===== config.mk =====
export PLATFORM = sky130hd
export DESIGN_NAME = int_ctrl
export DESIGN_NICKNAME = d
export VERILOG_FILES = /design/src/hw/int_ctrl.v /design/src/hw/edge_detect.v
export VERILOG_INCLUDE_DIRS = /design/src /design/src/hw
export SDC_FILE = /design/constraint.sdc
export NUM_CORES = 1
export LEC_CHECK = 0
export BUFFER_PORTS_ARGS = -buffer_cell sky130_fd_sc_hd__buf_2
export CAP_MARGIN = 15
export CELL_PAD_IN_SITES_DETAIL_PLACEMENT = 2
export CELL_PAD_IN_SITES_GLOBAL_PLACEMENT = 2
export CORE_ASPECT_RATIO = 0.75
export CORE_UTILIZATION = 28
export DETAILED_ROUTE_END_ITERATION = 12
export GPL_TIMING_DRIVEN = 0
export PLACE_DENSITY_LB_ADDON = 0.3
export SLEW_MARGIN = 10
export SYNTH_ARGS = -nofsm -noshare
export SYNTH_HDL_FRONTEND = slang
export SYNTH_SLANG_ARGS = --single-unit

===== constraint.sdc =====
create_clock -name sys_clk -period 1.6 [get_ports sys_clk]
set_clock_uncertainty 0.2 [all_clocks]
set_input_delay 0.32 -clock sys_clk [delete_from_list [all_inputs] [get_ports sys_clk]]
set_output_delay 0.32 -clock sys_clk [all_outputs]
set_load 0.005 [all_outputs]

===== src/hw/int_ctrl_consts.vh =====
`ifndef INT_CTRL_CONSTS_VH
`define INT_CTRL_CONSTS_VH

// Register indices, byte address is four times the index
`define IDX_EDGE_SEL    4'h0
`define IDX_PRI0        4'h1
`define IDX_PRI1        4'h2
`define IDX_PRI2        4'h3
`define IDX_MFG0        4'h4
`define IDX_MFG1        4'h5
`define IDX_MFG2        4'h6
`define IDX_MFG3        4'h7
`define IDX_LVD_CTRL    4'h8
`define IDX_IRQ_STATUS  4'h9

// Writable bit masks of the registers that are not fully writable
`define MASK_EDGE_SEL   8'h0F
`define MASK_PRI0       8'h7F
`define MASK_MFG0       8'h33
`define MASK_MFG2       8'h77
`define MASK_MFG3       8'h33
`define MASK_LVD_CTRL   8'h10
`define REG_RESET       8'h00

// Primary register 0 fields
`define P0_GIE          0
`define P0_PA_EN        1
`define P0_PB_EN        2
`define P0_TK_EN        3
`define P0_PA_FLAG      4
`define P0_PB_FLAG      5
`define P0_TK_FLAG      6

// Edge select fields and codes
`define ES_A_LSB        0
`define ES_B_LSB        2
`define EDGE_OFF        2'h0
`define EDGE_RISE       2'h1
`define EDGE_FALL       2'h2
`define EDGE_BOTH       2'h3

// Low supply control fields
`define LV_EN_BIT       4
`define LV_STAT_BIT     5

// Group register 3 field for the low supply source
`define MFG3_LV_EN      0
`define MFG3_LV_FLAG    4

// Primary register 1 fields
`define P1_UART_EN      0
`define P1_GRP0_EN      1
`define P1_GRP1_EN      2
`define P1_ADC_EN       3
`define P1_UART_FLAG    4
`define P1_GRP0_FLAG    5
`define P1_GRP1_FLAG    6
`define P1_ADC_FLAG     7

// Primary register 2 fields
`define P2_GRP2_EN      0
`define P2_TIMEBASE0_EN 1
`define P2_TIMEBASE1_EN 2
`define P2_GRP3_EN      3
`define P2_GRP2_FLAG    4
`define P2_TIMEBASE0_FLAG 5
`define P2_TIMEBASE1_FLAG 6
`define P2_GRP3_FLAG    7

// Group member fields: enables in the low nibble, flags in the high one
`define MFG0_ENS        1:0
`define MFG0_FLAGS      5:4
`define MFG1_ENS        3:0
`define MFG1_FLAGS      7:4
`define MFG2_ENS        2:0
`define MFG2_FLAGS      6:4
`define MFG3_EE_EN      1
`define MFG3_EE_FLAG    5

// Request lines toward the core
`define IRQ_NONE        10'h0
`define IRQ_PIN_A       0
`define IRQ_PIN_B       1
`define IRQ_TOUCH       2
`define IRQ_UART        3
`define IRQ_GRP0        4
`define IRQ_GRP1        5
`define IRQ_ADC         6
`define IRQ_GRP2        7
`define IRQ_TIMEBASE    8
`define IRQ_GRP3        9

// Avalon response codes
`define RESP_OKAY       2'h0
`define RESP_SLVERR     2'h2

// Low supply request delay
`define LV_DELAY_NS     32'd10000
`define CLK_PERIOD_NS   32'd10
`define LV_DELAY_CYC    (`LV_DELAY_NS / `CLK_PERIOD_NS)
`define LV_CNT_W        10

`endif


===== src/hw/int_ctrl.v =====
// How it works
// - Every source owns a hardware-set request flag and a software enable.
// - Control registers hold enable bits and request flags side by side.
// - Bit names: source, optional number, then enable or flag suffix.
// - Four group registers fold secondary sources into four group requests.
// - Edge select register sets trigger type for both pins, two bits each.
// - Pin B field bits 3..2: off, rising, falling, both edges.
// - Pin A field bits 1..0: off, rising, falling, both edges.
// - Edge select bits 7..4 read zero.
// - Pin requests come from detected pin edges; others are internal.
// - Primary 0: touch flag bit 6, touch enable bit 3, reset zero.
// - Primary 0: pin B flag bit 5, pin A flag bit 4, reset zero.
// - Primary 0: pin A enable bit 1, pin B bit 2, global bit 0.
// - Low supply request is a group 3 member and also pollable.
// - Low supply flag sets only after status held high for a delay.
// - Setting of the low supply flag raises a wake request.
// - Status reads high while supply is below the chosen threshold.
// - Detector runs in power-down while enabled; reference auto-on.
// - Status may toggle near threshold; flag logic tolerates it.
// - Detector enable 1 on, 0 off; status read-only, resets 0.
`include "int_ctrl_consts.vh"
`default_nettype none

module int_ctrl (
  input  wire        sys_clk,
  input  wire        rst_n,
  // Avalon-MM slave
  input  wire [5:0]  address,
  input  wire        read,
  input  wire        write,
  input  wire [31:0] writedata,
  input  wire [3:0]  byteenable,
  output reg  [31:0] readdata,
  output reg         waitrequest,
  output reg  [1:0]  response,
  // External pins
  input  wire        ext_int_pin_a,
  input  wire        ext_int_pin_b,
  // Internal event pulses
  input  wire        touch_evt,
  input  wire        uart_evt,
  input  wire        adc_evt,
  input  wire [1:0]  timebase_evt,
  input  wire [1:0]  mfg0_evt,
  input  wire [3:0]  mfg1_evt,
  input  wire [2:0]  mfg2_evt,
  input  wire        eeprom_evt,
  // Analog comparator output, high while supply below threshold
  input  wire        low_supply_cmp,
  // To CPU core and power control
  output reg  [9:0]  cpu_irq_ff,
  output reg         wake_ff,
  output reg         low_supply_detector_enable
);

  reg [7:0] edge_sel_ff;
  reg [7:0] pri0_ff;
  reg [7:0] pri1_ff;
  reg [7:0] pri2_ff;
  reg [7:0] mfg0_ff;
  reg [7:0] mfg1_ff;
  reg [7:0] mfg2_ff;
  reg [7:0] mfg3_ff;
  reg       low_supply_status;
  reg [`LV_CNT_W-1:0] lv_cnt_ff;
  reg       lv_armed_ff;
  reg       lv_set;
  reg       ack_ff;

  wire pin_a_hit;
  wire pin_b_hit;
  wire wr_go;
  wire rd_go;
  wire [3:0] idx;
  wire [7:0] wd;
  wire       wr_lane;

  // Pin edge detectors, one per external pin
  edge_detect u_edge_a (
    .sys_clk (sys_clk),
    .rst_n   (rst_n),
    .pin     (ext_int_pin_a),
    .mode    (edge_sel_ff[`ES_A_LSB+1:`ES_A_LSB]),
    .hit_ff  (pin_a_hit)
  );

  edge_detect u_edge_b (
    .sys_clk (sys_clk),
    .rst_n   (rst_n),
    .pin     (ext_int_pin_b),
    .mode    (edge_sel_ff[`ES_B_LSB+1:`ES_B_LSB]),
    .hit_ff  (pin_b_hit)
  );

  // One wait cycle per access: answer one cycle after the request
  assign wr_go   = write & ~ack_ff;
  assign rd_go   = read & ~ack_ff;
  assign idx     = address[5:2];
  assign wd      = writedata[7:0];
  assign wr_lane = wr_go & byteenable[0];

  // Low supply delay: status must stay high for the whole count
  always @(posedge sys_clk) begin
    if (!rst_n) begin
      low_supply_status <= 1'b0;
      lv_cnt_ff         <= {`LV_CNT_W{1'b0}};
      lv_armed_ff       <= 1'b0;
    end else begin
      // Detector off reads no low supply
      low_supply_status <= low_supply_cmp &
                           low_supply_detector_enable;
      if (!low_supply_status) begin
        // A drop restarts the wait, so threshold chatter is harmless
        lv_cnt_ff   <= {`LV_CNT_W{1'b0}};
        lv_armed_ff <= 1'b1;
      end else if (lv_armed_ff) begin
        if (lv_cnt_ff == `LV_DELAY_CYC - 1) begin
          lv_armed_ff <= 1'b0;
        end else begin
          lv_cnt_ff <= lv_cnt_ff + 1'b1;
        end
      end
    end
  end

  always @* begin
    lv_set = low_supply_status & lv_armed_ff &
             (lv_cnt_ff == `LV_DELAY_CYC - 1);
  end

  // Register file; hardware sets win over a same-cycle software write
  always @(posedge sys_clk) begin
    if (!rst_n) begin
      edge_sel_ff <= `REG_RESET;
      pri0_ff     <= `REG_RESET;
      pri1_ff     <= `REG_RESET;
      pri2_ff     <= `REG_RESET;
      mfg0_ff     <= `REG_RESET;
      mfg1_ff     <= `REG_RESET;
      mfg2_ff     <= `REG_RESET;
      mfg3_ff     <= `REG_RESET;
      low_supply_detector_enable <= 1'b0;
    end else begin
      if (wr_lane) begin
        case (idx)
          `IDX_EDGE_SEL: edge_sel_ff <= wd & `MASK_EDGE_SEL;
          `IDX_PRI0:     pri0_ff     <= wd & `MASK_PRI0;
          `IDX_PRI1:     pri1_ff     <= wd;
          `IDX_PRI2:     pri2_ff     <= wd;
          `IDX_MFG0:     mfg0_ff     <= wd & `MASK_MFG0;
          `IDX_MFG1:     mfg1_ff     <= wd;
          `IDX_MFG2:     mfg2_ff     <= wd & `MASK_MFG2;
          `IDX_MFG3:     mfg3_ff     <= wd & `MASK_MFG3;
          `IDX_LVD_CTRL: low_supply_detector_enable <=
                           wd[`LV_EN_BIT];
          default: ;
        endcase
      end
      // Primary source flags set by hardware events
      if (touch_evt)
        pri0_ff[`P0_TK_FLAG] <= 1'b1;
      if (pin_a_hit)
        pri0_ff[`P0_PA_FLAG] <= 1'b1;
      if (pin_b_hit)
        pri0_ff[`P0_PB_FLAG] <= 1'b1;
      if (uart_evt) begin
        pri1_ff[`P1_UART_FLAG] <= 1'b1;
      end
      if (adc_evt) begin
        pri1_ff[`P1_ADC_FLAG] <= 1'b1;
      end
      if (timebase_evt[0]) begin
        pri2_ff[`P2_TIMEBASE0_FLAG] <= 1'b1;
      end
      if (timebase_evt[1]) begin
        pri2_ff[`P2_TIMEBASE1_FLAG] <= 1'b1;
      end
      // Member flags; an event beats a clearing write in the same cycle
      mfg0_ff[`MFG0_FLAGS] <= (wr_lane && idx == `IDX_MFG0 ?
                               wd[`MFG0_FLAGS] : mfg0_ff[`MFG0_FLAGS])
                              | mfg0_evt;
      mfg1_ff[`MFG1_FLAGS] <= (wr_lane && idx == `IDX_MFG1 ?
                               wd[`MFG1_FLAGS] : mfg1_ff[`MFG1_FLAGS])
                              | mfg1_evt;
      mfg2_ff[`MFG2_FLAGS] <= (wr_lane && idx == `IDX_MFG2 ?
                               wd[`MFG2_FLAGS] : mfg2_ff[`MFG2_FLAGS])
                              | mfg2_evt;
      if (eeprom_evt) begin
        mfg3_ff[`MFG3_EE_FLAG] <= 1'b1;
      end
      if (lv_set) begin
        mfg3_ff[`MFG3_LV_FLAG] <= 1'b1;
      end
      // Group flags set on a hardware event of any enabled member
      if (|(mfg0_evt & mfg0_ff[`MFG0_ENS])) begin
        pri1_ff[`P1_GRP0_FLAG] <= 1'b1;
      end
      if (|(mfg1_evt & mfg1_ff[`MFG1_ENS])) begin
        pri1_ff[`P1_GRP1_FLAG] <= 1'b1;
      end
      if (|(mfg2_evt & mfg2_ff[`MFG2_ENS])) begin
        pri2_ff[`P2_GRP2_FLAG] <= 1'b1;
      end
      if ((eeprom_evt & mfg3_ff[`MFG3_EE_EN]) |
          (lv_set & mfg3_ff[`MFG3_LV_EN])) begin
        pri2_ff[`P2_GRP3_FLAG] <= 1'b1;
      end
    end
  end

  // CPU request lines: flag and enable, all gated by the global enable
  always @(posedge sys_clk) begin
    if (!rst_n) begin
      cpu_irq_ff <= `IRQ_NONE;
      wake_ff    <= 1'b0;
    end else begin
      cpu_irq_ff[`IRQ_PIN_A] <= pri0_ff[`P0_GIE] &
                                pri0_ff[`P0_PA_FLAG] &
                                pri0_ff[`P0_PA_EN];
      cpu_irq_ff[`IRQ_PIN_B] <= pri0_ff[`P0_GIE] &
                                pri0_ff[`P0_PB_FLAG] &
                                pri0_ff[`P0_PB_EN];
      cpu_irq_ff[`IRQ_TOUCH] <= pri0_ff[`P0_GIE] &
                                pri0_ff[`P0_TK_FLAG] &
                                pri0_ff[`P0_TK_EN];
      cpu_irq_ff[`IRQ_UART] <= pri0_ff[`P0_GIE] &
                               pri1_ff[`P1_UART_FLAG] &
                               pri1_ff[`P1_UART_EN];
      cpu_irq_ff[`IRQ_GRP0] <= pri0_ff[`P0_GIE] &
                               pri1_ff[`P1_GRP0_FLAG] &
                               pri1_ff[`P1_GRP0_EN];
      cpu_irq_ff[`IRQ_GRP1] <= pri0_ff[`P0_GIE] &
                               pri1_ff[`P1_GRP1_FLAG] &
                               pri1_ff[`P1_GRP1_EN];
      cpu_irq_ff[`IRQ_ADC] <= pri0_ff[`P0_GIE] &
                              pri1_ff[`P1_ADC_FLAG] &
                              pri1_ff[`P1_ADC_EN];
      cpu_irq_ff[`IRQ_GRP2] <= pri0_ff[`P0_GIE] &
                               pri2_ff[`P2_GRP2_FLAG] &
                               pri2_ff[`P2_GRP2_EN];
      // Both time bases share one line toward the core
      cpu_irq_ff[`IRQ_TIMEBASE] <= pri0_ff[`P0_GIE] &
                                   ((pri2_ff[`P2_TIMEBASE0_FLAG] &
                                     pri2_ff[`P2_TIMEBASE0_EN]) |
                                    (pri2_ff[`P2_TIMEBASE1_FLAG] &
                                     pri2_ff[`P2_TIMEBASE1_EN]));
      cpu_irq_ff[`IRQ_GRP3] <= pri0_ff[`P0_GIE] &
                               pri2_ff[`P2_GRP3_FLAG] &
                               pri2_ff[`P2_GRP3_EN];
      // Wake pulses when the low supply flag sets; a flag already high
      // before sleep hides the event
      wake_ff <= lv_set & ~mfg3_ff[`MFG3_LV_FLAG];
    end
  end

  // Avalon answer: one wait state, then readdata and ack for a cycle
  always @(posedge sys_clk) begin
    if (!rst_n) begin
      ack_ff      <= 1'b0;
      waitrequest <= 1'b1;
      readdata    <= 32'h00000000;
      response    <= `RESP_OKAY;
    end else begin
      ack_ff      <= (read | write) & ~ack_ff;
      waitrequest <= ~((read | write) & ~ack_ff);
      response    <= `RESP_OKAY;
      if (rd_go) begin
        case (idx)
          `IDX_EDGE_SEL: readdata <= {24'h000000, edge_sel_ff};
          `IDX_PRI0:     readdata <= {24'h000000, pri0_ff};
          `IDX_PRI1:     readdata <= {24'h000000, pri1_ff};
          `IDX_PRI2:     readdata <= {24'h000000, pri2_ff};
          `IDX_MFG0:     readdata <= {24'h000000, mfg0_ff};
          `IDX_MFG1:     readdata <= {24'h000000, mfg1_ff};
          `IDX_MFG2:     readdata <= {24'h000000, mfg2_ff};
          `IDX_MFG3:     readdata <= {24'h000000, mfg3_ff};
          `IDX_LVD_CTRL: readdata <= {26'h0, low_supply_status,
                                      low_supply_detector_enable,
                                      4'h0};
          `IDX_IRQ_STATUS: readdata <= {22'h0, cpu_irq_ff};
          default: begin
            readdata <= 32'h00000000;
            response <= `RESP_SLVERR;                       // Unmapped place
          end
        endcase
      end else if (wr_go) begin
        readdata <= 32'h00000000;
        if (idx > `IDX_IRQ_STATUS) begin
          response <= `RESP_SLVERR;
        end
      end
    end
  end

endmodule

`default_nettype wire


===== src/hw/edge_detect.v =====
`include "int_ctrl_consts.vh"
`default_nettype none

// Detects the selected edge type on one external pin
module edge_detect (
  input  wire       sys_clk,
  input  wire       rst_n,
  input  wire       pin,
  input  wire [1:0] mode,
  output reg        hit_ff
);

  reg prev_ff;

  // Previous level is reset low, so a pin high at reset looks like a rise
  always @(posedge sys_clk) begin
    if (!rst_n) begin
      prev_ff <= 1'b0;
      hit_ff  <= 1'b0;
    end else begin
      prev_ff <= pin;
      case (mode)
        `EDGE_RISE: hit_ff <= pin & ~prev_ff;
        `EDGE_FALL: hit_ff <= ~pin & prev_ff;
        `EDGE_BOTH: hit_ff <= pin ^ prev_ff;
        default:    hit_ff <= 1'b0;
      endcase
    end
  end

endmodule

`default_nettype wire


==> results by stage, run 1 <==
Clock tree:
- The number of clock sinks is 90.
- The CTS H-tree depth is 3.
- The clock transition at the register clock pins on the worst setup and hold paths after CTS is approximately 0.060 ns.
- The buffer type at the clock tree root is sky130_fd_sc_hd__clkbuf_16.
- The clock buffer count from CTS is 9.
- For the worst-skew pair, the clock arrives at the later sink with an insertion delay of 0.35 ns.
- TritonCTS built the clock tree.
- The clock tree buffer depth is 2.

Synth:
- Counting flops with an async set or reset pin after synthesis yields a share of 0.
- Of the synthesized area, sequential elements account for 0.430.
- The synthesized design spends more area on one cell type than any other, namely sky130_fd_sc_hd__dfxtp_1.
- A synthesized cell averages 8.98 um2.
- The synthesized design contains 90 register bits.
- The share of synthesized area in the top cell type comes to 0.430.
- The cell area after synthesis is 0.00419 mm2.
- The number of synthesis warnings is 0.
- The gate count of the mapped netlist is 467.
- The number of synthesized flops with an enable pin is 0.
- Ranked by total cell area, the synthesized netlist is headed by sky130_fd_sc_hd__dfxtp_1, sky130_fd_sc_hd__mux2i_1, sky130_fd_sc_hd__a21oi_1.
- The count of different cell masters after synthesis is 58.
- The leading register cell type out of synthesis is sky130_fd_sc_hd__dfxtp_1.

STA:
- The fmax is 0.492 GHz.
- The final setup violation count is 60.
- The number of endpoints with negative hold slack in the final report is 0.
- The measured slew at the worst slew-check pin is 1.13 ns.
- Dividing the final minimum period by the clock period gives 1.27.
- The worst relative slew slack is 0.242.
- The post-route setup TNS is -12.83 ns.
- Setup repair after global routing could not meet its margin everywhere.
- After layout, the minimum clock period comes to 2.03 ns.
- Once routing completed, OpenROAD measured the worst setup slack at -0.434 ns.
- The final max-slew violation count is 0.

Hold path:
- Counting instances, the worst hold path has a depth of 3.
- The path class of the tightest hold or removal check is in2reg.

Floorplan:
- The width of the die is 143 um.
- The die is between 100 and 150 um tall.
- The effective utilization at floorplan is 0.288.
- The die covers 0.0155 mm2.
- The count of standard-cell rows is 38.
- The area of the core is 0.0145 mm2.
- The count of pins on the block boundary is 111.

Placement:
- Port buffering added 53 buffers.
- Timing analysis after detailed placement gives a worst setup slack of -0.945 ns.
- The global placement routability congestion is 0.877.
- Once detailed placement completed, the half-perimeter wirelength came to ~12000 um.
- In this run, placement finished with an instance count of 742.

Worst setup path:
- The delay of the slowest critical-path stage is 0.49 ns.
- The critical path is of the reg2reg type.
- The worst setup path is captured at a register.
- STA puts the critical path data arrival time at around 2 ns.
- The worst register-to-register path ends at mfg2_ff[6]$_SDFF_PN0_.
- For flop-to-flop paths, the worst setup slack is -0.43 ns.
- The worst register-to-register path begins at ack_ff$_SDFF_PN0_.
- For the worst flop-to-flop path, the logic depth is 6.
- STA puts the critical path data required time at 1.60 ns.
- STA classifies the critical path startpoint as a register.
- Along the worst path, the maximum fanout reaches 6.
- Tracing the worst setup path back leads to its startpoint at ack_ff$_SDFF_PN0_.
- The signal on the critical path passes through nand3b_4 > or3b_4 > nor3_4 > buf_12 > mux2i_1 > a21oi_1.
- The standard cell with the maximum stage delay on the critical path is sky130_fd_sc_hd__or3b_4.
- The most critical setup path has its endpoint at mfg2_ff[6]$_SDFF_PN0_.

Detailed routing:
- The number of design rule violations left after detail routing is 0.
- In the final routed layout, each cell accounts on average for 22.7 um.
- The wire length reported by the detailed router is 17800 um.
- The post-detailed-route count of antenna-violating nets is 0.
- The violation count after the first detailed-routing iteration is 224.
- After detailed routing, the number of vias per cell comes to 5.08.
- The final route contains 3982 vias.
- The count of TritonRoute iterations in the first routing pass is 5.

Pwr:
- The share of total power dissipated in combinational logic is 0.114.
- VDD sags by at most 550 uV.
- The power density relative to cell area is 880 mW/mm2.
- The internal cell power is ~0.004 W.
- Of the total power, the share spent switching nets is 0.252.
- The relative contribution of the clock network to total power is 0.444.
- Of the total power, registers draw 0.443.
- For this design the static power due to leakage is 2.52 nW.
- For this design the total switching power over the nets is 0.00133 W.

Global routing:
- The total global-route track usage is 0.228.
- The number of antenna violations at the first check in global routing is 0.
- Entering global routing, the biggest net connects 15 pins.
- The wire length of the first global-routing pass is 25000 um.
- The number of global-route vias before repair is 4109.
- The total congestion overflow is 0.

Layout:
- The area growth from synthesis to final layout is 42.4%.
- The most common library cell in the layout ignoring fill and taps is sky130_fd_sc_hd__dfxtp_1.
- Of the cells placed in the final design, the portion with a size suffix greater than 1 is 0.363.
- The library cells used most frequently in the layout, excluding fill and tap cells, are sky130_fd_sc_hd__dfxtp_1, sky130_fd_sc_hd__buf_2, sky130_fd_sc_hd__nor2_1.
- Summing all multi-input logic gate instances after layout gives 0.00252 mm2.
- The final cell count without fillers is 784.
- The sequential cells in the finished layout cover a total of 0.00182 mm2.
- Counting the fill cells in the layout gives ~1600.
- The final layout contains 648 nets.
- The antenna diode count is 0.

Outcome:
- The flow ran to the end, but the final reports show violations.
- The final reports fail on setup timing.

Run:
- Max-cap violations in this run came to 0.
cells in the mapped netlist (5+ instances only):
library cell and count:
sky130_fd_sc_hd__dfxtp_1 90, sky130_fd_sc_hd__nor2_1 47, sky130_fd_sc_hd__a21oi_1 46, sky130_fd_sc_hd__mux2i_1 45, sky130_fd_sc_hd__nand2_1 30, sky130_fd_sc_hd__inv_1 25, sky130_fd_sc_hd__buf_4 23, sky130_fd_sc_hd__nand3_1 16
sky130_fd_sc_hd__and3_1 15, sky130_fd_sc_hd__clkbuf_1 14, sky130_fd_sc_hd__a22oi_1 7, sky130_fd_sc_hd__a32oi_1 7, sky130_fd_sc_hd__buf_2 7, sky130_fd_sc_hd__a22o_1 6, sky130_fd_sc_hd__a31oi_1 5, sky130_fd_sc_hd__ha_1 5
sky130_fd_sc_hd__nand4_1 5, sky130_fd_sc_hd__xor2_1 5
what timing repair did:
action,4_1_cts,5_1_grt
hold buffers,2,0
resized for setup,53,71
endpoints found under the setup margin,66,64
pin swaps,24,38
endpoints found under the hold margin,2,0
gates cloned,1,1
setup buffers,15,13
metal layers:
layer | routed length [um] | track usage
met1 | 7980 | 0.297
met3 | 901 | 0.0611
met5 | 0 | 0
met2 | 8630 | 0.369
met4 | 293 | 0.0684
power by group through the flow:
stage / sequential, W / combinational (W) / clock, W
floorplan: 0.00236 / 0.000279 / 0
global placement: 0.00237 / 0.000436 / 0
detailed placement: 0.00238 / 0.000448 / 0
CTS: 0.00232 / 0.000514 / 0.00239
global route: 0.00233 / 0.000636 / 0.00247
finish: 0.00233 / 0.000598 / 0.00233
through the flow:
stage | power [W] | hold WS (ns) | utilization | instance area, um2
3_5_place_dp | 0.00282 | 0.230 | 0.334 | 4850
2_1_floorplan | 0.00264 | 0.211 | - | 4340
3_3_place_gp | 0.00281 | 0.224 | 0.334 | 4850
5_1_grt | 0.00543 | 0.00751 | 0.411 | 5970
6_report | 0.00526 | 0.0137 | 0.411 | 5970
4_1_cts | 0.00523 | 0.00430 | 0.384 | 5580
critical path: cells and delay by family, from the launching register on:
kind	cells	cell delay [ns]
simple gates	3	0.87
flops	1	0.32
mux	1	0.22
buf+inv	1	0.17
compound gates	1	0.10
cell families (layout without fill, tap and decap cells):
kind of cell    after synthesis  count (layout)  share of synthesized area
simple gates                144             144                      0.178
compound gates               94              94                      0.146
flops                        90              90                      0.430
buf+inv                      74             169                     0.0889
mux                          50              50                      0.124
xor+xnor                      9               9                     0.0188
fa+ha+maj                     5               5                     0.0149
other cells                   1              23                   0.000894
worst min-delay path by stage:
| stage | start | to |
|---|---|---|
| floorplan | u_edge_a.hit_ff$_SDFF_PN0_ | pri0_ff[4]$_SDFFE_PN0P_ |
| global placement | u_edge_a.hit_ff$_SDFF_PN0_ | pri0_ff[4]$_SDFFE_PN0P_ |
| detailed placement | u_edge_a.hit_ff$_SDFF_PN0_ | pri0_ff[4]$_SDFFE_PN0P_ |
| CTS | adc_evt | pri1_ff[7]$_SDFFE_PN0P_ |
| global route | uart_evt | pri1_ff[4]$_SDFFE_PN0P_ |
| finish | uart_evt | pri1_ff[4]$_SDFFE_PN0P_ |
area by class of cell:
type,instances,share of cell area
multi-input combinational,325,0.422
sequential,90,0.304
timing repair buffer,82,0.107
buffer,44,0.0547
tap,200,0.0419
clock buffer,11,0.0406
inverter,27,0.0170
clock inverter,5,0.0130
sequential cells by signal, indices dropped and copies added (netlist names), 6 cells and up:
register    flops
cpu_irq_ff     10
lv_cnt_ff      10
mfg1_ff         8
mfg2_ff         6
pri0_ff         7
pri1_ff         8
pri2_ff         8
readdata       10
No activity file was read; power rests on OpenSTA's default activity.
==> inputs of run 2 (changes only) <==
- REMOVE_ABC_BUFFERS: not set -> 1
- SKIP_CTS_REPAIR_TIMING: not set -> 1
==> results by stage, run 2 (same netlist as run 1, synthesis figures left out) <==
STA:
- The fmax is 0.517 GHz (+5.2%).
- The number of endpoints with negative hold slack in the final report is 1 (+1).
- The final setup violation count is 55 (-8.3%).
- The measured slew at the worst slew-check pin was 0.683 ns (-0.450 ns).
- The final critical delay including setup and external delays is 1.93 ns (-0.0998 ns).
- The worst hold-check slack is -0.0129 ns (-0.0266 ns).
- The worst-case setup margin in the final layout is -0.335 ns (+0.0998 ns).
- The worst relative slew slack is 0.543 (+0.301).
- The post-route setup TNS was -9.11 ns (+3.72 ns).
- The part of the cycle the worst path needs is 1.21 (-0.0624).
- Setup repair after global routing could not meet its margin everywhere.
- The final max-slew violation count is 0 (unchanged).

Worst setup path:
- The critical path is of the reg2reg type.
- The largest fanout on the critical path was 6 (unchanged).
- The required time at the worst-slack endpoint is 1.64 ns (+0.04 ns).
- The critical path goes through nand3b_4 > or3b_4 > nor3_4 > buf_12 > mux2i_1 > a21oi_1.
- The element type at the critical path end is a register.
- The buffer and inverter count on the worst path was 1 (unchanged).
- The worst setup path is launched from a register.
- The depth of the worst register-to-register path came to 6 (unchanged).
- The delay of the slowest critical-path stage is 0.47 ns (-0.02 ns).
- The critical path data arrival time is 1.98 ns (-0.05 ns).
- The capturing point of the worst reg2reg path is mfg2_ff[4]$_SDFF_PN0_.
- The startpoint of the lowest-slack register-to-register path is ack_ff$_SDFF_PN0_.
- The minimum setup slack among reg-to-reg paths is -0.33 ns (+0.10 ns).
- The standard cell with the maximum stage delay on the critical path is sky130_fd_sc_hd__or3b_4.
- The family with the most delay on the worst path is simple AND/OR/NAND/NOR gates.

Hold path:
- In this run the worst hold path is classified as in2reg.
- The worst hold path begins at uart_evt.
- The worst hold path depth is 3 (unchanged).
- For hold timing, the worst endpoint is pri1_ff[4]$_SDFFE_PN0P_.

Floorplan:
- The count of standard-cell rows is 38 (unchanged).
- The effective utilization at floorplan is 0.288 (unchanged).
- The area of the core came to 0.0145 mm2 (unchanged).
- The count of pins on the block boundary came to 111 (unchanged).
- The width of the die is 143 um (unchanged).
- The floorplan die height was 108 um (unchanged).
- The area of the die is 0.0155 mm2 (unchanged).

Global routing:
- The total global-route track usage is 0.197 (-0.0305).
- The wire length of the first global-routing pass is 22100 um (-12%).
- The maximum number of pins on one net before global-route repair is 37 (+22).
- The total congestion overflow is 0 (unchanged).
- The number of antenna violations at the first check in global routing is 0 (unchanged).
- The number of global-route vias before repair is 3634 (-12%).

Outcome:
- The flow ran to the end, but the final reports show violations.
- The checks that failed: hold timing, setup timing.

Detailed routing:
- The violation count after the first detailed-routing iteration came to 165 (-26%).
- The count of TritonRoute iterations in the first routing pass is 4 (-1).
- The detailed-route wire length per cell is 20.8 um (-8.2%).
- The post-detailed-route count of antenna-violating nets is 0 (unchanged).
- The wire length reported by the detailed router came to 15500 um (-13%).
- The detail-routed via count per cell is 5.04 (-0.81%).
- The number of design rule violations left after detail routing is 0 (unchanged).
- The via count was 3738 (-6.1%).

Pwr:
- The standby leakage power was 2.29 nW (-9.1%).
- The total power of the final layout came to 0.00485 W (-7.8%).
- The maximum ir drop on the vdd rail came to 501 uV (-8.9%).
- The power density relative to cell area is 911 mW/mm2 (+3.5%).

Run:
- The max-cap violation count is 0 (unchanged).

Layout:
- The post-route cell area is 0.00532 mm2 (-11%).
- In the final layout, the registers with the most flip-flops are cpu_irq_ff x10, lv_cnt_ff x10, readdata x10.
- The antenna diode count is 0 (unchanged).
- Leaving out fill and tap cells, the most frequent cell in the layout is sky130_fd_sc_hd__dfxtp_1.
- The post-layout net count is 606 (-6.5%).
- The share of final-layout standard cells stronger than drive strength 1 is 0.279 (-0.0844).
- The area growth from synthesis to layout is 26.9%.
- The top cell types in the final layout, fill and taps aside, are sky130_fd_sc_hd__dfxtp_1, sky130_fd_sc_hd__buf_2, sky130_fd_sc_hd__mux2i_1.

Clock tree:
- The CTS H-tree depth is 3 (unchanged).
- TritonCTS built the clock tree.
- The number of clock sinks is 90 (unchanged).
- The root buffer cell chosen for the clock tree is sky130_fd_sc_hd__clkbuf_16.
- The clock tree buffer depth was 2 (unchanged).
- The clock buffer count from CTS was 9 (unchanged).
- The clock latency of the later-clocked register in the worst-skew pair is 0.36 ns (about the same).
- The clock transition at the register clock pins on the worst setup and hold paths after CTS is 0.07 ns (about the same).

Placement:
- The placed cell area is 0.00457 mm2 (-5.9%).
- The number of input and output port buffers inserted came to 58 (+9.4%).
- The global placement routability congestion is 0.815 (-7.1%).
- The HPWL after detailed placement came to 10700 um (-10%).
==> run 2: metal layers <==
metal,vias up,routed length (um),global-route usage
li1,1737,-,-
met1,1880,7800,0.289
met2,106,6730,0.291
met3,15,745,0.0407
met4,0,193,0.0524
met5,-,0,0
==> run 2: worst register-to-register path: stages (launching register included) <==
cell	delay [ns]
sky130_fd_sc_hd__dfxtp_2	0.32
sky130_fd_sc_hd__nand3b_4	0.17
sky130_fd_sc_hd__or3b_4	0.48
sky130_fd_sc_hd__nor3_4	0.24
sky130_fd_sc_hd__buf_12	0.15
sky130_fd_sc_hd__mux2i_1	0.19
sky130_fd_sc_hd__a21oi_1	0.08
==> run 2: how the worst max path moves through the flow <==
stage | to | from | slack [ns] | cells after the start
2_1_floorplan | response[1]$_SDFF_PN0_ | rst_n | -0.46 | 3
3_3_place_gp | response[1]$_SDFF_PN0_ | rst_n | -1.63 | 4
3_5_place_dp | pri1_ff[7]$_SDFFE_PN0P_ | address[4] | -1.30 | 5
4_1_cts | pri1_ff[7]$_SDFFE_PN0P_ | ack_ff$_SDFF_PN0_ | -1.06 | 5
5_1_grt | mfg2_ff[4]$_SDFF_PN0_ | ack_ff$_SDFF_PN0_ | -0.40 | 6
6_report | mfg2_ff[4]$_SDFF_PN0_ | ack_ff$_SDFF_PN0_ | -0.33 | 6
==> run 2: metrics by stage <==
| stage | setup WS (ns) | util | cells |
|---|---|---|---|
| 6_report | -0.335 | 0.366 | 742 |
| 3_3_place_gp | -1.63 | 0.312 | 700 |
| 4_1_cts | -1.06 | 0.333 | 717 |
| 5_1_grt | -0.399 | 0.366 | 742 |
| 2_1_floorplan | -0.464 | - | 442 |
| 3_5_place_dp | -1.30 | 0.314 | 701 |
==> run 2: cell type report <==
type                    instances  area, um2
inverters                      27        105
flip-flops and latches         90       1820
well taps                     200        250
clock inverters                 7       55.1
multi-input cells             325       2270
fillers                      1633       9230
repair buffers                 84        603
clock buffers                   9        225
==> run 2: where the power goes <==
part	total, W	switching, W	internal, W
Clock	0.00206	0.000996	0.00106
Combinational	0.000473	0.000296	0.000176
Sequential	0.00232	0.0000376	0.00228
Total	0.00485	0.00133	0.00352
==> inputs of run 3 (changes only) <==
- CORE_UTILIZATION: 28 -> 31
- CTS_CLUSTER_DIAMETER: not set -> 120
- HOLD_SLACK_MARGIN: not set -> 0.02
- clock period: 1.6 -> 2.01 ns (I/O delays scaled with it)
==> results by stage, run 3 (same netlist as run 1, synthesis figures left out) <==
Worst setup path:
- The largest fanout on the critical path was 24 (+18).
- The element type at the critical path end is a register.
- The worst register-to-register path ends at mfg2_ff[6]$_SDFF_PN0_.
- The required time at the worst-slack endpoint is 2.10 ns (+0.46 ns).
- The minimum setup slack among reg-to-reg paths is 0.03 ns (+0.36 ns).
- The slowest stage of the critical path belongs to the cell sky130_fd_sc_hd__nor2b_1.
- The family with the most delay on the worst path is compound AO/OA/AOI/OAI gates.
- The buffer and inverter count on the worst path is 1 (unchanged).
- The delay of the slowest critical-path stage is 0.53 ns (+0.06 ns).
- The first element of the critical path is address[3].
- The worst register-to-register path begins at ack_ff$_SDFF_PN0_.
- The critical path data arrival time is 2.09 ns (+0.11 ns).
- Walking the worst path, the cells encountered are clkbuf_4 > nor2b_1 > a221oi_1 > o32ai_1 > a22o_1.
- The critical path is of the in2reg type.
- The kind of start point of the critical path is an input port.
- The depth of the worst register-to-register path is 6 (unchanged).

Floorplan:
- The count of pins on the block boundary is 111 (unchanged).
- The area of the die is 0.0140 mm2 (-9.5%).
- The effective utilization at floorplan is 0.320 (+0.0317).
- The width of the die is 136 um (-4.9%).
- The count of standard-cell rows is 36 (-5.3%).
- The area of the core was 0.0131 mm2 (-9.9%).
- The floorplan die height is 103 um (-4.9%).

Pwr:
- The internal cell power was 0.00288 W (-18%).
- The part of the total power dissipated in sequential elements is 0.479 (about the same).
- The standby leakage power is 2.12 nW (-7.4%).
- The relative contribution of the clock network to total power came to 0.438 (+0.014).
- The total power of the final layout is 0.00386 W (-20%).
- The maximum ir drop on the vdd rail came to 396 uV (-21%).
- The power density relative to cell area is 782 mW/mm2 (-14%).
- The part of the total power dissipated in combinational logic is 0.083 (-0.014).
- The net switching component of the power is 0.000979 W (-26%).
- The net switching share of the total power is 0.254 (-0.0207).

Global routing:
- The wire length of the first global-routing pass came to 21700 um (-1.4%).
- The maximum number of pins on one net before global-route repair was 32 (-14%).
- The total global-route track usage is 0.213 (+0.0157).
- The total congestion overflow is 0 (unchanged).
- The number of global-route vias before repair is 3615 (-0.52%).
- The number of antenna violations at the first check in global routing is 0 (unchanged).

Detailed routing:
- The wire length reported by the detailed router came to 14500 um (-6.0%).
- The via count came to 3640 (-2.6%).
- The count of TritonRoute iterations in the first routing pass was 4 (unchanged).
- The number of design rule violations left after detail routing was 0 (unchanged).
- The post-detailed-route count of antenna-violating nets is 0 (unchanged).
- The detail-routed via count per cell is 5.24 (+4.1%).
- The detailed-route wire length per cell was 21.0 um (+0.54%).
- The violation count after the first detailed-routing iteration is 220 (+33%).

STA:
- The worst relative slew slack is 0.554 (+0.0108).
- The worst path needs 2.00 ns of the cycle, external delays included.
- For this run, the top clock speed supported by timing is approximately 0.50 GHz.
- The worst-case setup margin in the final layout is 0.00928 ns (+0.344 ns).
- The measured slew at the worst slew-check pin is 0.668 ns (-0.0150 ns).
- The worst hold-check slack is 0.0886 ns (+0.102 ns).
- Setup repair after global routing could not meet its margin everywhere.
- The part of the cycle the worst path needs is 0.995.
- The final setup violation count is 0 (-100%).
- The final max-slew violation count is 0 (unchanged).
- The number of endpoints with negative hold slack in the final report is 0 (-1).

Layout:
- In the final layout, the registers with the most flip-flops are cpu_irq_ff x10, lv_cnt_ff x10, readdata x10.
- The most common library cell in the layout ignoring fill and taps is sky130_fd_sc_hd__dfxtp_1.
- The share of final-layout standard cells stronger than drive strength 1 is 0.197 (-0.0817).
- The sequential standard cell area is 0.00180 mm2 (-0.76%).
- The library cells used most frequently in the layout, excluding fill and tap cells, are sky130_fd_sc_hd__dfxtp_1, sky130_fd_sc_hd__buf_2, sky130_fd_sc_hd__a21oi_1.
- The area taken by multi-input logic gates is 0.00213 mm2 (-6.0%).
- The antenna diode count is 0 (unchanged).
- The post-layout net count was 587 (-3.1%).
- From synthesis to final layout, the design area changed by 17.7%.
- The filler cell count in the final layout is 1473 (-9.8%).

Run:
- The max-cap violation count came to 0 (unchanged).

Clock tree:
- The clock tree buffer depth is 2 (unchanged).
- The clock transition at the register clock pins on the worst setup and hold paths after CTS is 0.07 ns (about the same).
- The clock latency of the later-clocked register in the worst-skew pair is 0.34 ns (-0.02 ns).
- TritonCTS built the clock tree.
- CTS placed an instance of sky130_fd_sc_hd__clkbuf_16 at the clock tree root.
- The number of clock sinks is 90 (unchanged).
- The CTS H-tree depth was 3 (unchanged).
- The clock buffer count from CTS is 9 (unchanged).

Outcome:
- The run finished with clean final reports.

Hold path:
- The kind of path behind the tightest hold check is in2reg.
- For hold timing, the worst endpoint is pri0_ff[6]$_SDFFE_PN0P_.
- The hold path startpoint is touch_evt.
- The worst hold path depth is 3 (unchanged).

Placement:
- The worst-case setup slack after placement is -1.25 ns (+0.0446 ns).
- The global placement routability congestion was 0.813 (-0.26%).
- The number of input and output port buffers inserted was 58 (unchanged).
- The HPWL after detailed placement is 10600 um (-1.4%).
run 3: layout make-up:
| class | instances | share of cell area |
|---|---|---|
| clock buffers | 9 | 0.0456 |
| clock inverters | 7 | 0.0142 |
| inverters | 27 | 0.0208 |
| multi-input cells | 325 | 0.432 |
| flip-flops and latches | 90 | 0.365 |
| well taps | 171 | 0.0433 |
| repair buffers | 65 | 0.0793 |
run 3: how the worst max path moves through the flow:
stage / depth (start not counted) / slack [ns] / endpoint
final: 5 / 0.009 / readdata[2]$_SDFFE_PN0P_
after global routing: 6 / -0.05 / mfg2_ff[6]$_SDFF_PN0_
after CTS: 5 / -0.91 / pri1_ff[4]$_SDFFE_PN0P_
after detailed placement: 5 / -1.25 / pri1_ff[4]$_SDFFE_PN0P_
after global placement: 4 / -1.31 / response[1]$_SDFF_PN0_
after floorplan: 3 / -0.14 / response[1]$_SDFF_PN0_
run 3: power by group through the flow:
stage | clock (W) | sequential (W) | combinational [W]
global route | 0.00180 | 0.00185 | 0.000351
CTS | 0.00173 | 0.00185 | 0.000305
floorplan | 0 | 0.00188 | 0.000145
global placement | 0 | 0.00188 | 0.000291
detailed placement | 0 | 0.00189 | 0.000302
finish | 0.00169 | 0.00185 | 0.000321
run 3: worst min-delay path, delay by kind of cell:
family | cells | cell delay, ns
AOI/OAI and AO/OA | 1 | 0.05
buffers and inverters | 2 | 0.14
run 3: layer usage:
metal / track usage / part of all wire / up-vias
met3: 0.0447 / 0.058 / 11
li1: - / - / 1691
met2: 0.327 / 0.44 / 119
met1: 0.307 / 0.50 / 1819
met4: 0.0419 / 0.0068 / 0
met5: 0 / 0 / -
run 3: stage by stage:
step            util  cell area (um2)  setup TNS, ns  instances
3_3_place_gp   0.344             4510         -59.07        671
5_1_grt        0.377             4940         -0.191        694
3_5_place_dp   0.346             4530         -39.78        672
4_1_cts        0.368             4830         -20.81        688
6_report       0.377             4940              0        694
2_1_floorplan      -             4010         -0.367        442
